[src/logic/dtc_pkg.sv]
// Shared constants and types of the dual timer/counter block.
package dtc_pkg;

  // ---------------------------------------------------------------
  // Register map (byte addresses on the APB bus)
  // ---------------------------------------------------------------
  localparam int unsigned DTC_ADDR_W = 8;
  localparam logic [7:0] DTC_OFS_MODE = 8'h00;
  localparam logic [7:0] DTC_OFS_CTRL = 8'h04;
  localparam logic [7:0] DTC_OFS_LOW0 = 8'h08;
  localparam logic [7:0] DTC_OFS_HIGH0 = 8'h0c;
  localparam logic [7:0] DTC_OFS_LOW1 = 8'h10;
  localparam logic [7:0] DTC_OFS_HIGH1 = 8'h14;
  localparam logic [7:0] DTC_OFS_PCFG = 8'h18;

  // ---------------------------------------------------------------
  // Field positions
  // ---------------------------------------------------------------
  localparam int unsigned DTC_CTRL_OVF1 = 7;
  localparam int unsigned DTC_CTRL_RUN1 = 6;
  localparam int unsigned DTC_CTRL_OVF0 = 5;
  localparam int unsigned DTC_CTRL_RUN0 = 4;
  localparam int unsigned DTC_PCFG_TOG0 = 0;
  localparam int unsigned DTC_PCFG_TOG1 = 1;
  localparam int unsigned DTC_PCFG_HALVE = 2;

  // ---------------------------------------------------------------
  // Values after reset and cycle counts
  // ---------------------------------------------------------------
  localparam logic [7:0] DTC_RST_BYTE = 8'h00;
  localparam logic DTC_RST_TOGGLE = 1'b1;
  localparam int unsigned DTC_CLK_PER_MC = 6;
  localparam int unsigned DTC_PRE_W = 5;

  // ---------------------------------------------------------------
  // Types
  // ---------------------------------------------------------------
  typedef enum logic [1:0] {
    DTC_MODE_13BIT,
    DTC_MODE_16BIT,
    DTC_MODE_RELOAD,
    DTC_MODE_SPLIT
  } dtc_mode_t;

  // One timer's half of the mode register.
  typedef struct packed {
    logic gate;
    logic cnt_sel;
    dtc_mode_t mode;
  } dtc_tmode_t;

  // Count bytes plus the overflow produced by one step.
  typedef struct packed {
    logic [7:0] high;
    logic [7:0] low;
    logic ovf;
  } dtc_cnt_t;

  // Shared count/toggle pad driven by the block.
  typedef struct packed {
    logic out;
    logic oe;
  } dtc_pad_t;

endpackage

[src/logic/dtc_top.sv]
// Dual timer/counter with APB register access and toggle outputs.
//
// Overview of operation
// - Timer function adds one to the count each machine cycle of 6 clocks.
// - Machine cycle is 6 clocks, or 12 when clock halving is selected.
// - Counter function samples pin once per cycle, counts on high then low.
// - Incremented value shows in the count during the following machine cycle.
// - Edge recognition takes two machine cycles, limiting rate to clock/12 events.
// - Per timer a count select bit and a two-bit mode field.
// - Mode 0 counts 13 bits: high byte over low five bits.
// - Wrap of the active width from all ones sets the overflow flag.
// - Count only when run is 1 and gate is 0 or gate pin is 1.
// - Setting run starts from existing count without clearing the bytes.
// - Timer one gate sits at mode bit 7, timer zero gate at bit 3.
// - Mode 1 uses all 16 bits of high and low bytes.
// - Mode 2 low byte counts, reloads from high byte on overflow.
// - Timer one in mode 3 stops, as if its run bit were cleared.
// - Timer zero mode 3 low byte is an 8-bit counter with own controls.
// - Timer zero mode 3 high byte counts cycles, uses timer one run and flag.
// - Timer one then runs without flag, stopped by its own mode 3.
// - With toggle enabled, each overflow inverts that timer's count pin.
// - Toggle pin drives 1 until the first overflow after enabling.
//
// The APB register port and the placing of the registers were chosen for this implementation.
`timescale 1ns/10ps
module dtc_top #(
  parameter int unsigned MC_CLKS = dtc_pkg::DTC_CLK_PER_MC
) (
  input wire logic CLK,
  input wire logic RST,
  input wire logic PSEL,
  input wire logic PENABLE,
  input wire logic PWRITE,
  input wire logic [dtc_pkg::DTC_ADDR_W-1:0] PADDR,
  input wire logic [31:0] PWDATA,
  input wire logic [3:0] PSTRB,
  output logic [31:0] PRDATA,
  output logic PREADY,
  output logic PSLVERR,
  input wire logic CNT_PIN0_IN,
  input wire logic CNT_PIN1_IN,
  input wire logic GATE_PIN0,
  input wire logic GATE_PIN1,
  input wire logic VEC_ACK0,
  input wire logic VEC_ACK1,
  output dtc_pkg::dtc_pad_t CNT_PAD0,
  output dtc_pkg::dtc_pad_t CNT_PAD1,
  output logic OVF_FLAG0,
  output logic OVF_FLAG1,
  output logic TMR1_OVF_PULSE,
  output logic MC_TICK
);
  import dtc_pkg::*;

  // ---------------------------------------------------------------
  // Elaboration checks
  // ---------------------------------------------------------------
  // The prescaler must hold twice the cycle length when halving is on.
  if (MC_CLKS < 2 || 2 * MC_CLKS > (1 << DTC_PRE_W)) begin : g_bad_mc
    $error("MC_CLKS out of range for the prescaler width");
  end

  localparam logic [DTC_PRE_W-1:0] PRE_LAST = DTC_PRE_W'(MC_CLKS - 1);
  localparam logic [DTC_PRE_W-1:0] PRE_LAST_SLOW = DTC_PRE_W'(2 * MC_CLKS - 1);

  // ---------------------------------------------------------------
  // Helper functions
  // ---------------------------------------------------------------
  // Eight-bit increment returning the carry in the top bit.
  function automatic logic [8:0] dtc_inc8(input logic [7:0] v);
    dtc_inc8 = {1'b0, v} + 9'h001;
  endfunction

  // One count step of a timer in the given mode.
  function automatic dtc_cnt_t dtc_step(input dtc_cnt_t cur, input dtc_mode_t mode,
                                        input logic inc);
    dtc_cnt_t r;
    logic [5:0] s6;
    logic [8:0] s9;
    logic [16:0] s17;
    r = cur;
    r.ovf = 1'b0;
    s6 = {1'b0, cur.low[4:0]} + 6'h01;
    s9 = dtc_inc8(cur.low);
    s17 = {1'b0, cur.high, cur.low} + 17'h00001;
    if (inc) begin
      unique case (mode)
        DTC_MODE_13BIT: begin
          // Upper three low bits are left alone; software ignores them.
          r.low[4:0] = s6[4:0];
          if (s6[5]) begin
            {r.ovf, r.high} = dtc_inc8(cur.high);
          end
        end
        DTC_MODE_16BIT: begin
          {r.ovf, r.high, r.low} = s17;
        end
        DTC_MODE_RELOAD: begin
          r.ovf = s9[8];
          r.low = s9[8] ? cur.high : s9[7:0];
        end
        DTC_MODE_SPLIT: begin
          {r.ovf, r.low} = s9;
        end
      endcase
    end
    dtc_step = r;
  endfunction

  // ---------------------------------------------------------------
  // Register state
  // ---------------------------------------------------------------
  dtc_tmode_t mode0_q, mode1_q;
  logic run0_q, run1_q, ovf0_q, ovf1_q;
  logic [7:0] low0_q, high0_q, low1_q, high1_q;
  logic tog_en0_q, tog_en1_q, halve_q;
  logic [31:0] prdata_q;
  logic slverr_q;
  logic [DTC_PRE_W-1:0] pre_q;
  logic tick;
  logic [1:0] cnt_meta_q, cnt_sync_q, gate_meta_q, gate_sync_q;
  logic [1:0] cnt_samp_q;
  logic [1:0] edge_det;
  logic tog0_q, tog1_q, t1_pulse_q;

  // ---------------------------------------------------------------
  // APB decode
  // ---------------------------------------------------------------
  logic setup, wr, wr_lane0;
  logic hit_mode, hit_ctrl, hit_low0, hit_high0, hit_low1, hit_high1, hit_pcfg, hit_any;

  // Zero wait states: every access completes in its first access cycle.
  assign PREADY = 1'b1;
  assign setup = PSEL & ~PENABLE;
  assign wr = PSEL & PENABLE & PWRITE;
  assign wr_lane0 = wr & PSTRB[0];
  assign hit_mode = PADDR == DTC_OFS_MODE;
  assign hit_ctrl = PADDR == DTC_OFS_CTRL;
  assign hit_low0 = PADDR == DTC_OFS_LOW0;
  assign hit_high0 = PADDR == DTC_OFS_HIGH0;
  assign hit_low1 = PADDR == DTC_OFS_LOW1;
  assign hit_high1 = PADDR == DTC_OFS_HIGH1;
  assign hit_pcfg = PADDR == DTC_OFS_PCFG;
  assign hit_any = hit_mode | hit_ctrl | hit_low0 | hit_high0 | hit_low1 | hit_high1 | hit_pcfg;

  // Read data is captured in the setup cycle so it comes from a flop.
  always_ff @(posedge CLK or posedge RST) begin
    if (RST) begin
      prdata_q <= 32'h0000_0000;
      slverr_q <= 1'b0;
    end else if (setup) begin
      prdata_q <= 32'h0000_0000;
      slverr_q <= ~hit_any;
      if (!PWRITE) begin
        unique case (1'b1)
          hit_mode: prdata_q[7:0] <= {mode1_q, mode0_q};
          hit_ctrl: prdata_q[7:4] <= {ovf1_q, run1_q, ovf0_q, run0_q};
          hit_low0: prdata_q[7:0] <= low0_q;
          hit_high0: prdata_q[7:0] <= high0_q;
          hit_low1: prdata_q[7:0] <= low1_q;
          hit_high1: prdata_q[7:0] <= high1_q;
          hit_pcfg: prdata_q[2:0] <= {halve_q, tog_en1_q, tog_en0_q};
          default: prdata_q <= 32'h0000_0000;
        endcase
      end
    end
  end

  assign PRDATA = prdata_q;
  assign PSLVERR = slverr_q & PSEL & PENABLE;

  // ---------------------------------------------------------------
  // Machine cycle prescaler
  // ---------------------------------------------------------------
  // One tick per machine cycle; halving doubles the cycle length.
  always_ff @(posedge CLK or posedge RST) begin
    if (RST) begin
      pre_q <= '0;
    end else if (tick) begin
      pre_q <= '0;
    end else begin
      pre_q <= pre_q + DTC_PRE_W'(1);
    end
  end

  // Compare with >= so that leaving halving past the short limit ends the
  // cycle at once instead of letting the prescaler run all the way round.
  assign tick = pre_q >= (halve_q ? PRE_LAST_SLOW : PRE_LAST);
  assign MC_TICK = tick;

  // ---------------------------------------------------------------
  // Pin synchronisers and falling edge detection
  // ---------------------------------------------------------------
  // Two flops before any logic looks at a pin.
  always_ff @(posedge CLK or posedge RST) begin
    if (RST) begin
      cnt_meta_q <= 2'b00;
      cnt_sync_q <= 2'b00;
      gate_meta_q <= 2'b00;
      gate_sync_q <= 2'b00;
    end else begin
      cnt_meta_q <= {CNT_PIN1_IN, CNT_PIN0_IN};
      cnt_sync_q <= cnt_meta_q;
      gate_meta_q <= {GATE_PIN1, GATE_PIN0};
      gate_sync_q <= gate_meta_q;
    end
  end

  // Pin level is sampled once per machine cycle; a high sample followed
  // by a low one is an edge, so recognising one needs two cycles.
  always_ff @(posedge CLK or posedge RST) begin
    if (RST) begin
      cnt_samp_q <= 2'b00;
    end else if (tick) begin
      cnt_samp_q <= cnt_sync_q;
    end
  end

  assign edge_det = {2{tick}} & cnt_samp_q & ~cnt_sync_q;

  // ---------------------------------------------------------------
  // Count enables and next values
  // ---------------------------------------------------------------
  logic split0, stop1, en0, en1, inc0, inc1, inc0_high;
  logic ovf0_set, ovf1_set, wrap1;
  logic [8:0] high0_split;
  dtc_cnt_t res0, res1;

  assign split0 = mode0_q.mode == DTC_MODE_SPLIT;
  assign stop1 = mode1_q.mode == DTC_MODE_SPLIT;
  assign en0 = run0_q & (~mode0_q.gate | gate_sync_q[0]);
  assign en1 = run1_q & (~mode1_q.gate | gate_sync_q[1]) & ~stop1;
  // An edge counts at the tick that detects it, so the new value shows
  // during the next machine cycle.
  assign inc0 = en0 & (mode0_q.cnt_sel ? edge_det[0] : tick);
  assign inc1 = en1 & (mode1_q.cnt_sel ? edge_det[1] : tick);
  // The split high byte counts cycles only, started by timer one's run bit.
  assign inc0_high = split0 & run1_q & tick;
  assign high0_split = inc0_high ? dtc_inc8(high0_q) : {1'b0, high0_q};

  // Run bits only gate the step; the count bytes are never cleared.
  always_comb begin
    res0 = dtc_step({high0_q, low0_q, 1'b0}, mode0_q.mode, inc0);
    if (split0) begin
      res0.high = high0_split[7:0];
    end
    res1 = dtc_step({high1_q, low1_q, 1'b0}, mode1_q.mode, inc1);
  end

  assign wrap1 = res1.ovf;
  assign ovf0_set = res0.ovf;
  // In split mode timer one loses its flag to timer zero's high byte.
  assign ovf1_set = split0 ? high0_split[8] : wrap1;

  // ---------------------------------------------------------------
  // Count bytes: a bus write overrides the step in that cycle
  // ---------------------------------------------------------------
  always_ff @(posedge CLK or posedge RST) begin
    if (RST) begin
      low0_q <= DTC_RST_BYTE;
      high0_q <= DTC_RST_BYTE;
      low1_q <= DTC_RST_BYTE;
      high1_q <= DTC_RST_BYTE;
    end else begin
      low0_q <= (wr_lane0 && hit_low0) ? PWDATA[7:0] : res0.low;
      high0_q <= (wr_lane0 && hit_high0) ? PWDATA[7:0] : res0.high;
      low1_q <= (wr_lane0 && hit_low1) ? PWDATA[7:0] : res1.low;
      high1_q <= (wr_lane0 && hit_high1) ? PWDATA[7:0] : res1.high;
    end
  end

  // ---------------------------------------------------------------
  // Mode and port configuration registers
  // ---------------------------------------------------------------
  always_ff @(posedge CLK or posedge RST) begin
    if (RST) begin
      mode0_q <= '0;
      mode1_q <= '0;
    end else if (wr_lane0 && hit_mode) begin
      mode1_q <= PWDATA[7:4];
      mode0_q <= PWDATA[3:0];
    end
  end

  always_ff @(posedge CLK or posedge RST) begin
    if (RST) begin
      tog_en0_q <= 1'b0;
      tog_en1_q <= 1'b0;
      halve_q <= 1'b0;
    end else if (wr_lane0 && hit_pcfg) begin
      tog_en0_q <= PWDATA[DTC_PCFG_TOG0];
      tog_en1_q <= PWDATA[DTC_PCFG_TOG1];
      halve_q <= PWDATA[DTC_PCFG_HALVE];
    end
  end

  // ---------------------------------------------------------------
  // Control register: run bits and sticky overflow flags
  // ---------------------------------------------------------------
  always_ff @(posedge CLK or posedge RST) begin
    if (RST) begin
      run0_q <= 1'b0;
      run1_q <= 1'b0;
    end else if (wr_lane0 && hit_ctrl) begin
      run0_q <= PWDATA[DTC_CTRL_RUN0];
      run1_q <= PWDATA[DTC_CTRL_RUN1];
    end
  end

  // A hardware set in the same cycle as a clear wins, so no wrap is lost.
  always_ff @(posedge CLK or posedge RST) begin
    if (RST) begin
      ovf0_q <= 1'b0;
      ovf1_q <= 1'b0;
    end else begin
      if (ovf0_set) begin
        ovf0_q <= 1'b1;
      end else if (VEC_ACK0) begin
        ovf0_q <= 1'b0;
      end else if (wr_lane0 && hit_ctrl) begin
        ovf0_q <= PWDATA[DTC_CTRL_OVF0];
      end
      if (ovf1_set) begin
        ovf1_q <= 1'b1;
      end else if (VEC_ACK1) begin
        ovf1_q <= 1'b0;
      end else if (wr_lane0 && hit_ctrl) begin
        ovf1_q <= PWDATA[DTC_CTRL_OVF1];
      end
    end
  end

  assign OVF_FLAG0 = ovf0_q;
  assign OVF_FLAG1 = ovf1_q;

  // ---------------------------------------------------------------
  // Overflow toggle outputs
  // ---------------------------------------------------------------
  // While toggling is off the level is held at 1, so it starts high
  // whenever the feature is turned on.
  always_ff @(posedge CLK or posedge RST) begin
    if (RST) begin
      tog0_q <= DTC_RST_TOGGLE;
      tog1_q <= DTC_RST_TOGGLE;
    end else begin
      if (!tog_en0_q) begin
        tog0_q <= DTC_RST_TOGGLE;
      end else if (res0.ovf) begin
        tog0_q <= ~tog0_q;
      end
      if (!tog_en1_q) begin
        tog1_q <= DTC_RST_TOGGLE;
      end else if (wrap1) begin
        tog1_q <= ~tog1_q;
      end
    end
  end

  // The pad doubles as count input; it is only driven while toggling.
  assign CNT_PAD0 = '{out: tog0_q, oe: tog_en0_q};
  assign CNT_PAD1 = '{out: tog1_q, oe: tog_en1_q};

  // ---------------------------------------------------------------
  // Timer one wrap pulse for a baud rate consumer
  // ---------------------------------------------------------------
  // Timer one keeps wrapping in split mode even though it sets no flag.
  always_ff @(posedge CLK or posedge RST) begin
    if (RST) begin
      t1_pulse_q <= 1'b0;
    end else begin
      t1_pulse_q <= wrap1;
    end
  end

  assign TMR1_OVF_PULSE = t1_pulse_q;

endmodule

[config.mk]
export PLATFORM = sky130hd
export DESIGN_NAME = dtc_top
export DESIGN_NICKNAME = d
export VERILOG_FILES = /design/src/logic/dtc_pkg.sv /design/src/logic/dtc_top.sv
export SDC_FILE = /design/constraint.sdc
export NUM_CORES = 1
export LEC_CHECK = 0
export BUFFER_PORTS_ARGS = -buffer_cell sky130_fd_sc_hd__buf_2
export CORE_ASPECT_RATIO = 1.5
export CORE_MARGIN = 10
export CORE_UTILIZATION = 45
export CTS_BUF_LIST = sky130_fd_sc_hd__clkbuf_8 sky130_fd_sc_hd__clkbuf_16
export CTS_CLUSTER_SIZE = 30
export DETAILED_ROUTE_END_ITERATION = 10
export PLACE_DENSITY = 0.7
export SETUP_SLACK_MARGIN = 0.5
export SLEW_MARGIN = 20
export SYNTH_ARGS = -nofsm -noshare
export SYNTH_HDL_FRONTEND = slang
export SYNTH_SLANG_ARGS = --single-unit
[constraint.sdc]
create_clock -name CLK -period 2.1 [get_ports CLK]
set_clock_uncertainty 0.05 [all_clocks]
set_input_delay 0.21 -clock CLK [delete_from_list [all_inputs] [get_ports CLK]]
set_output_delay 0.21 -clock CLK [all_outputs]
set_load 0.005 [all_outputs]
### After elaboration in Yosys (flattened, before gate mapping)

Cells that the tools add are included.

| cells by class | value |
|---|---|
| $add $sub $neg | 9 |
| muxes and demuxes | 39 |
| reduce and logical (&&, ||, !) cells | 24 |
| bitwise gates (word level) | 31 |
| magnitude comparators | 1 |
| eq/ne operators | 17 |

Operators by type and width:

| kind | count |
|---|---|
| $mux 8 | 10 |
| $pmux 6 s4 | 2 |
| $add 8x1->9 const B | 4 |
| $add 16x1->17 const B | 2 |
| $mux 17 | 2 |
| $pmux 8 s2 | 2 |
| $eq 8x5->1 const B | 3 |
| $pmux 4 s6 | 1 |
| $pmux 3 s3 | 2 |
| $pmux 3 s6 | 1 |
| $eq 8x4->1 const B | 2 |
| $mux 1 | 15 |
| $and 1x1->1 | 13 |
| $add 5x1->6 const B | 2 |
| $reduce_bool 3->1 | 4 |
| $reduce_bool 4->1 | 3 |
| $mux 9 | 1 |
| $eq 2x2->1 const B | 4 |
| $eq 8x3->1 const B | 1 |
| $logic_not 8->1 | 1 |
| $or 1x1->1 | 8 |
| $logic_and 1x1->1 | 7 |
| $not 1->1 | 7 |
| $ne 3x3->1 const B | 2 |
| other kinds (15) | 22 |

| word-level totals | value |
|---|---|
| word-level logic and storage cells | 151 |
| register bits after elaboration | 98 |

### Longest topological paths before layout

| logic depth | value |
|---|---|
| depth in word-level cells | 9 |
| depth in mapped cells | 10 |
| gate-level depth less buffers | 9 |

### Worst setup path before layout

Ideal clock, no wire load.

| timing | value |
|---|---|
| kind | reg-to-reg |
| from | register halve_q |
| to | register high0_q[7] |
| library setup time | 136 ps |
| path buffers | 1 |
| data arrival time | 2052 ps |
| path slack | -138 ps |
| cell stages (with the launch flop) | 11 |
| period minus slack after synthesis | 2238 ps |
| cell sequence | dfrtp_1 > inv_1 > ha_1 > a211oi_1 > o21a_1 > inv_1 > buf_4 > nand2_1 > o211ai_1 > o211ai_1 > o311ai_1 |

| between the ends | value |
|---|---|
| cells in the longest elaborated chain, start to end | 8 |
| elaborated cells on any way between the ends | 10 |
| classes of those cells | 1 x order compare; 1 x eq/ne; 2 x mux; 4 x bitwise; 2 x reduce/logical |

RTL lines:

| item | line | source |
|---|---|---|
| start, declared | dtc_top.sv:116 | `logic tog_en0_q, tog_en1_q, halve_q;` |
| start signal, assigned | dtc_top.sv:293 | `halve_q <= PWDATA[DTC_PCFG_HALVE];` |
| $mux 4 * | dtc_top.sv:188 | `assign tick = pre_q >= (halve_q ? PRE_LAST_SLOW : PRE_LAST);` |
| $ge 5x4->1 * | dtc_top.sv:188 |  |
| named net MC_TICK | dtc_top.sv:51 | `output logic MC_TICK` |
| $and 2x2->2 (2 in series) | dtc_top.sv:219 | `assign edge_det = {2{tick}} & cnt_samp_q & ~cnt_sync_q;` |
| $mux 1 | dtc_top.sv:235 | `assign inc0 = en0 & (mode0_q.cnt_sel ? edge_det[0] : tick);` |
| $and 1x1->1 | dtc_top.sv:235 |  |
| $reduce_bool 3->1 (no source line) | -- |  |
| $reduce_and 4->1 (no source line) * | -- |  |
| end signal, assigned | dtc_top.sv:266 | `high0_q <= (wr_lane0 && hit_high0) ? PWDATA[7:0] : res0.high;` |
| end, declared | dtc_top.sv:115 | `logic [7:0] low0_q, high0_q, low1_q, high1_q;` |

The timed path passes the listed nets; every way through them passes the cells marked *.
A chain may end at the register's enable or synchronous reset.

### Worst setup path in the final report

| timing | value |
|---|---|
| from | register halve_q |
| to | register high0_q[0] |

| between the ends | value |
|---|---|
| cells in the longest elaborated chain, start to end | 8 |
| elaborated cells on any way between the ends | 10 |
| classes of those cells | 1 x order compare; 1 x eq/ne; 2 x mux; 4 x bitwise; 2 x reduce/logical |

RTL lines:

| item | line |
|---|---|
| $mux 4 * | dtc_top.sv:188 |
| $ge 5x4->1 * | dtc_top.sv:188 |
| $and 2x2->2 (2 in series) | dtc_top.sv:219 |
| $mux 1 | dtc_top.sv:235 |
| $and 1x1->1 | dtc_top.sv:235 |
| $reduce_bool 3->1 (no source line) | -- |
| $reduce_and 4->1 (no source line) * | -- |

Mark *: on every way between the ends. The rest lies on a longest branch, timed or not.

==> flow_summary_export.csv <==
group,metric,value,unit
status,outcome,"complete, but fails checks",
status,violations,"setup timing",
sta,finalSetupViolCount,7,
final_layout,area_growth_syn_to_layout,37.06,%
detailed_routing,drt.antenna.violating_nets,0,
global_route,antenna_found_initial,0,
sta,max_freq,0.4572,GHz
clocking,cts-root-buf,"clkbuf_16",
floorplanning,core_area,10480,sq um
sta,rsz0062_at_grt,"true",
worst_setup_path,worst_setup_path_start_kind,"flop",
sta,timing.final.ws_setup,-87.13,ps
clocking,cts_buffers,9,
floorplanning,initial_utilization,45.74,%
synthesis,synth-edff-count,0,
global_route,grt_use_total,20.94,%
worst_setup_path,cp_max_fo,5,
clocking,path_clk_slew,70,ps
detailed_routing,via_per_inst,6.042,
synthesis,synth-adder-area-share,3.134,%
worst_setup_path,critPathKind,"reg -> reg",
detailed_routing,drt-wirelength-per-cell,20.62,microns
synthesis,async_flop_share,100.0,%
clocking,clock_sinks,74,
floorplanning,die_y,146.4,microns
power,vdd_drop_max,0.0006427,V
detailed_routing,drt_first_pass_iters,4,
floorplanning,num_rows,46,
worst_setup_path,r2r_cells,9,
place,place_hpwl,11720,microns
global_route,grt_overflow_total,0,
min_path,worstHoldStart,"VEC_ACK1",
detailed_routing,highest_layer,"met4",
synthesis,synth_compound_area_share,17.42,%
worst_setup_path,slowest_stage,"dfrtp_1",
place,place_congestion,0.9544,
detailed_routing,route.met2.wl,8712,microns
run,drv_cap,0,
synthesis,ys_types,68,
worst_setup_path,worstPathRequired,2270,ps
synthesis,syn_avg_cell_area,9.091,sq um
sta,finalMaxSlewViolations,0,
sta,tightestPinTransition,541.5,ps
power,power.density,627.2,nW/um^2
final_layout,final_util,62.69,%
synthesis,ys.flop_type,"dfrtp_1",
detailed_routing,met1_length,5573,microns
sta,min_period,2187,ps
final_layout,fillers,851,
detailed_routing,first_iter_violations,315,
sta,hold_violations,0,
synthesis,synthDominantCellAreaShare,37.61,%
final_layout,drive_gt1_share,37.46,%
synthesis,synth_top_family_by_area,"simple AND/OR/NAND/NOR gates",
detailed_routing,wl_met3,1000,microns
worst_setup_path,startpoint,"halve_q$_DFFE_PP0P_",
worst_setup_path,critPathCapture,"high0_q[0]$_DFFE_PP0P_",
synthesis,synth-seq-area-share,38.70,%
detailed_routing,num_vias,4773,
floorplanning,die_x,104.2,microns
synthesis,yosys_warnings,0,
sta,slew_headroom,63.62,%
synthesis,synth-xor-area-share,3.108,%
place,portBuffers,44,
worst_setup_path,worstPathCellList,"inv_2, ha_4, a211oi_4, o22ai_1, buf_4, nor2_4, nor2_1, xnor2_1, o21ai_1",
synthesis,yosys-top-cells-count,"72 x dfrtp_1, 69 x nand2_1, 38 x nor2_1",
final_layout,diodes,0,
worst_setup_path,max_stage_delay,410,ps
worst_setup_path,r2r_start,"halve_q$_DFFE_PP0P_",
floorplanning,dieArea,15260,sq um
detailed_routing,drc,0,
global_route,grt_pass1_vias,4813,
synthesis,yosys.area_share.simple,22.07,%
place,dp.cells,744,
synthesis,synth-seq-cells,74,
synthesis,netlist_instances,527,
synthesis,yosysMostFrequentCell,"dfrtp_1",
final_layout,nets,708,
power,p_leak,2.709,nW
clocking,ctsHtreeMaxLevel,3,
clocking,clock_latency,340,ps
worst_setup_path,endpoint_kind,"flop",
min_path,min_path_type,"in -> reg",
global_route,grt_pass1_wl,25460,microns
sta,finalCritPeriodShare,104.1,%
worst_setup_path,worstPathArrival,2360,ps
final_layout,final_cells,790,
min_path,worstHoldPathCells,2,
clocking,clock_path_buffers,2,
power,total_power,4.119,mW
synthesis,yosysTopAreaCell,"dfrtp_1",
worst_setup_path,reg2reg_setup_slack,-90,ps
synthesis,synth_area_leaders,"dfrtp_1 38%, nand2_1 5.4%, buf_4 4.9%",
synthesis,synthMuxAreaShare,8.070,%
synthesis,mappedNetlistArea,4791,sq um
floorplanning,ios,97,
detailed_routing,drt_wl_total,16290,microns
global_route,grt_max_degree,75,
worst_setup_path,rr_endpoint,"high0_q[0]$_DFFE_PP0P_",
clocking,cts_tree,"done",
sequential cells by signal, summed over array words and instances (netlist names), 4 cells and up:
signal and count:
PRDATA 8, high0_q 8, high1_q 8, low0_q 8, low1_q 8, mode0_q 4
mode1_q 4, pre_q 5
stage by stage:
step	area [sq um]	setup TNS, ps	hold slack [ps]	setup slack [ps]
floorplan	5111	0	191.4	71.37
CTS	6369	-206.8	41.93	-53.90
global placement	5638	0	268.6	18.49
global route	6566	-2022	39.64	-201.1
detailed placement	5638	-36.53	269.5	-28.72
finish	6566	-281.1	44.46	-87.13
worst min-delay path by stage:
stage,to
after CTS,OVF_FLAG1$_DFFE_PP0P_
final,OVF_FLAG1$_DFFE_PP0P_
after detailed placement,gate_meta_q[1]$_DFF_PP0_
after global routing,OVF_FLAG1$_DFFE_PP0P_
after floorplan,cnt_meta_q[0]$_DFF_PP0_
after global placement,gate_meta_q[0]$_DFF_PP0_
layout make-up:
class	instances	area, sq um	area share (%)
Clock inverter	7	63.81	0.9718
Inverter	14	61.31	0.9337
Tap cell	144	180.2	2.744
Timing Repair Buffer	127	1006	15.32
Sequential cell	74	1858	28.30
Clock buffer	9	225.2	3.430
Multi-Input combinational cell	415	3172	48.30
per-layer routing:
layer / vias to the layer above / track usage (%)
met3: 71 / 4.537
met4: 0 / 14.18
met5: - / 0
met1: 2370 / 21.65
met2: 223 / 36.99
li1: 2109 / -
placed cells by master, fill, tap and decap left out, types with 6 or more instances in the layout:
master and n:
conb_1 25, buf_2 43, inv_6 6, a22oi_1 6, buf_4 52, xnor2_1 13, nor2_2 8, dfrtp_1 69
nor2_1 30, a22o_1 6, a21oi_1 19, dlygate4sd3_1 6, and2_1 6, mux2i_1 15, o21ai_1 12, o31ai_1 7
nor3_1 9, mux2_2 15, nor2b_1 7, nand4_1 6, a31oi_1 8, nand3_1 21, o21ai_0 8, buf_6 20
inv_1 9, o211ai_1 6, clkbuf_16 9, nand2_1 64
kinds of logic (layout without fill, tap and decap cells):
family	count (synthesis)	in the layout
AOI/OAI and AO/OA	122	122
xor gates and xnor gates	17	17
adders and majority gates	12	12
buffers and inverters	61	157
DFF	74	74
muxes	33	33
other	2	25
and+or+nand+nor	206	206
power by group:
group,internal (mW),switching (mW),total [mW]
combinational,0.509,0.490,0.998
clock,0.832,0.690,1.52
sequential,1.51,0.0839,1.60
worst max-delay path: cells and delay by family (launching register included):
kind / cells / cell delay (ps)
AOI/OAI and AO/OA: 3 / 520
buffers and inverters: 2 / 320
DFF: 1 / 410
and+or+nand+nor: 2 / 310
adders and majority gates: 1 / 230
xor gates and xnor gates: 1 / 230
timing repair:
action / 4_1_cts / 5_1_grt
hold endpoints to repair: 77 / 0
pin swaps: 34 / 30
setup buffers: 18 / 6
hold buffers: 6 / 0
resized for setup: 55 / 37
setup endpoints to repair: 46 / 54
(Power assumes the default switching activity.)
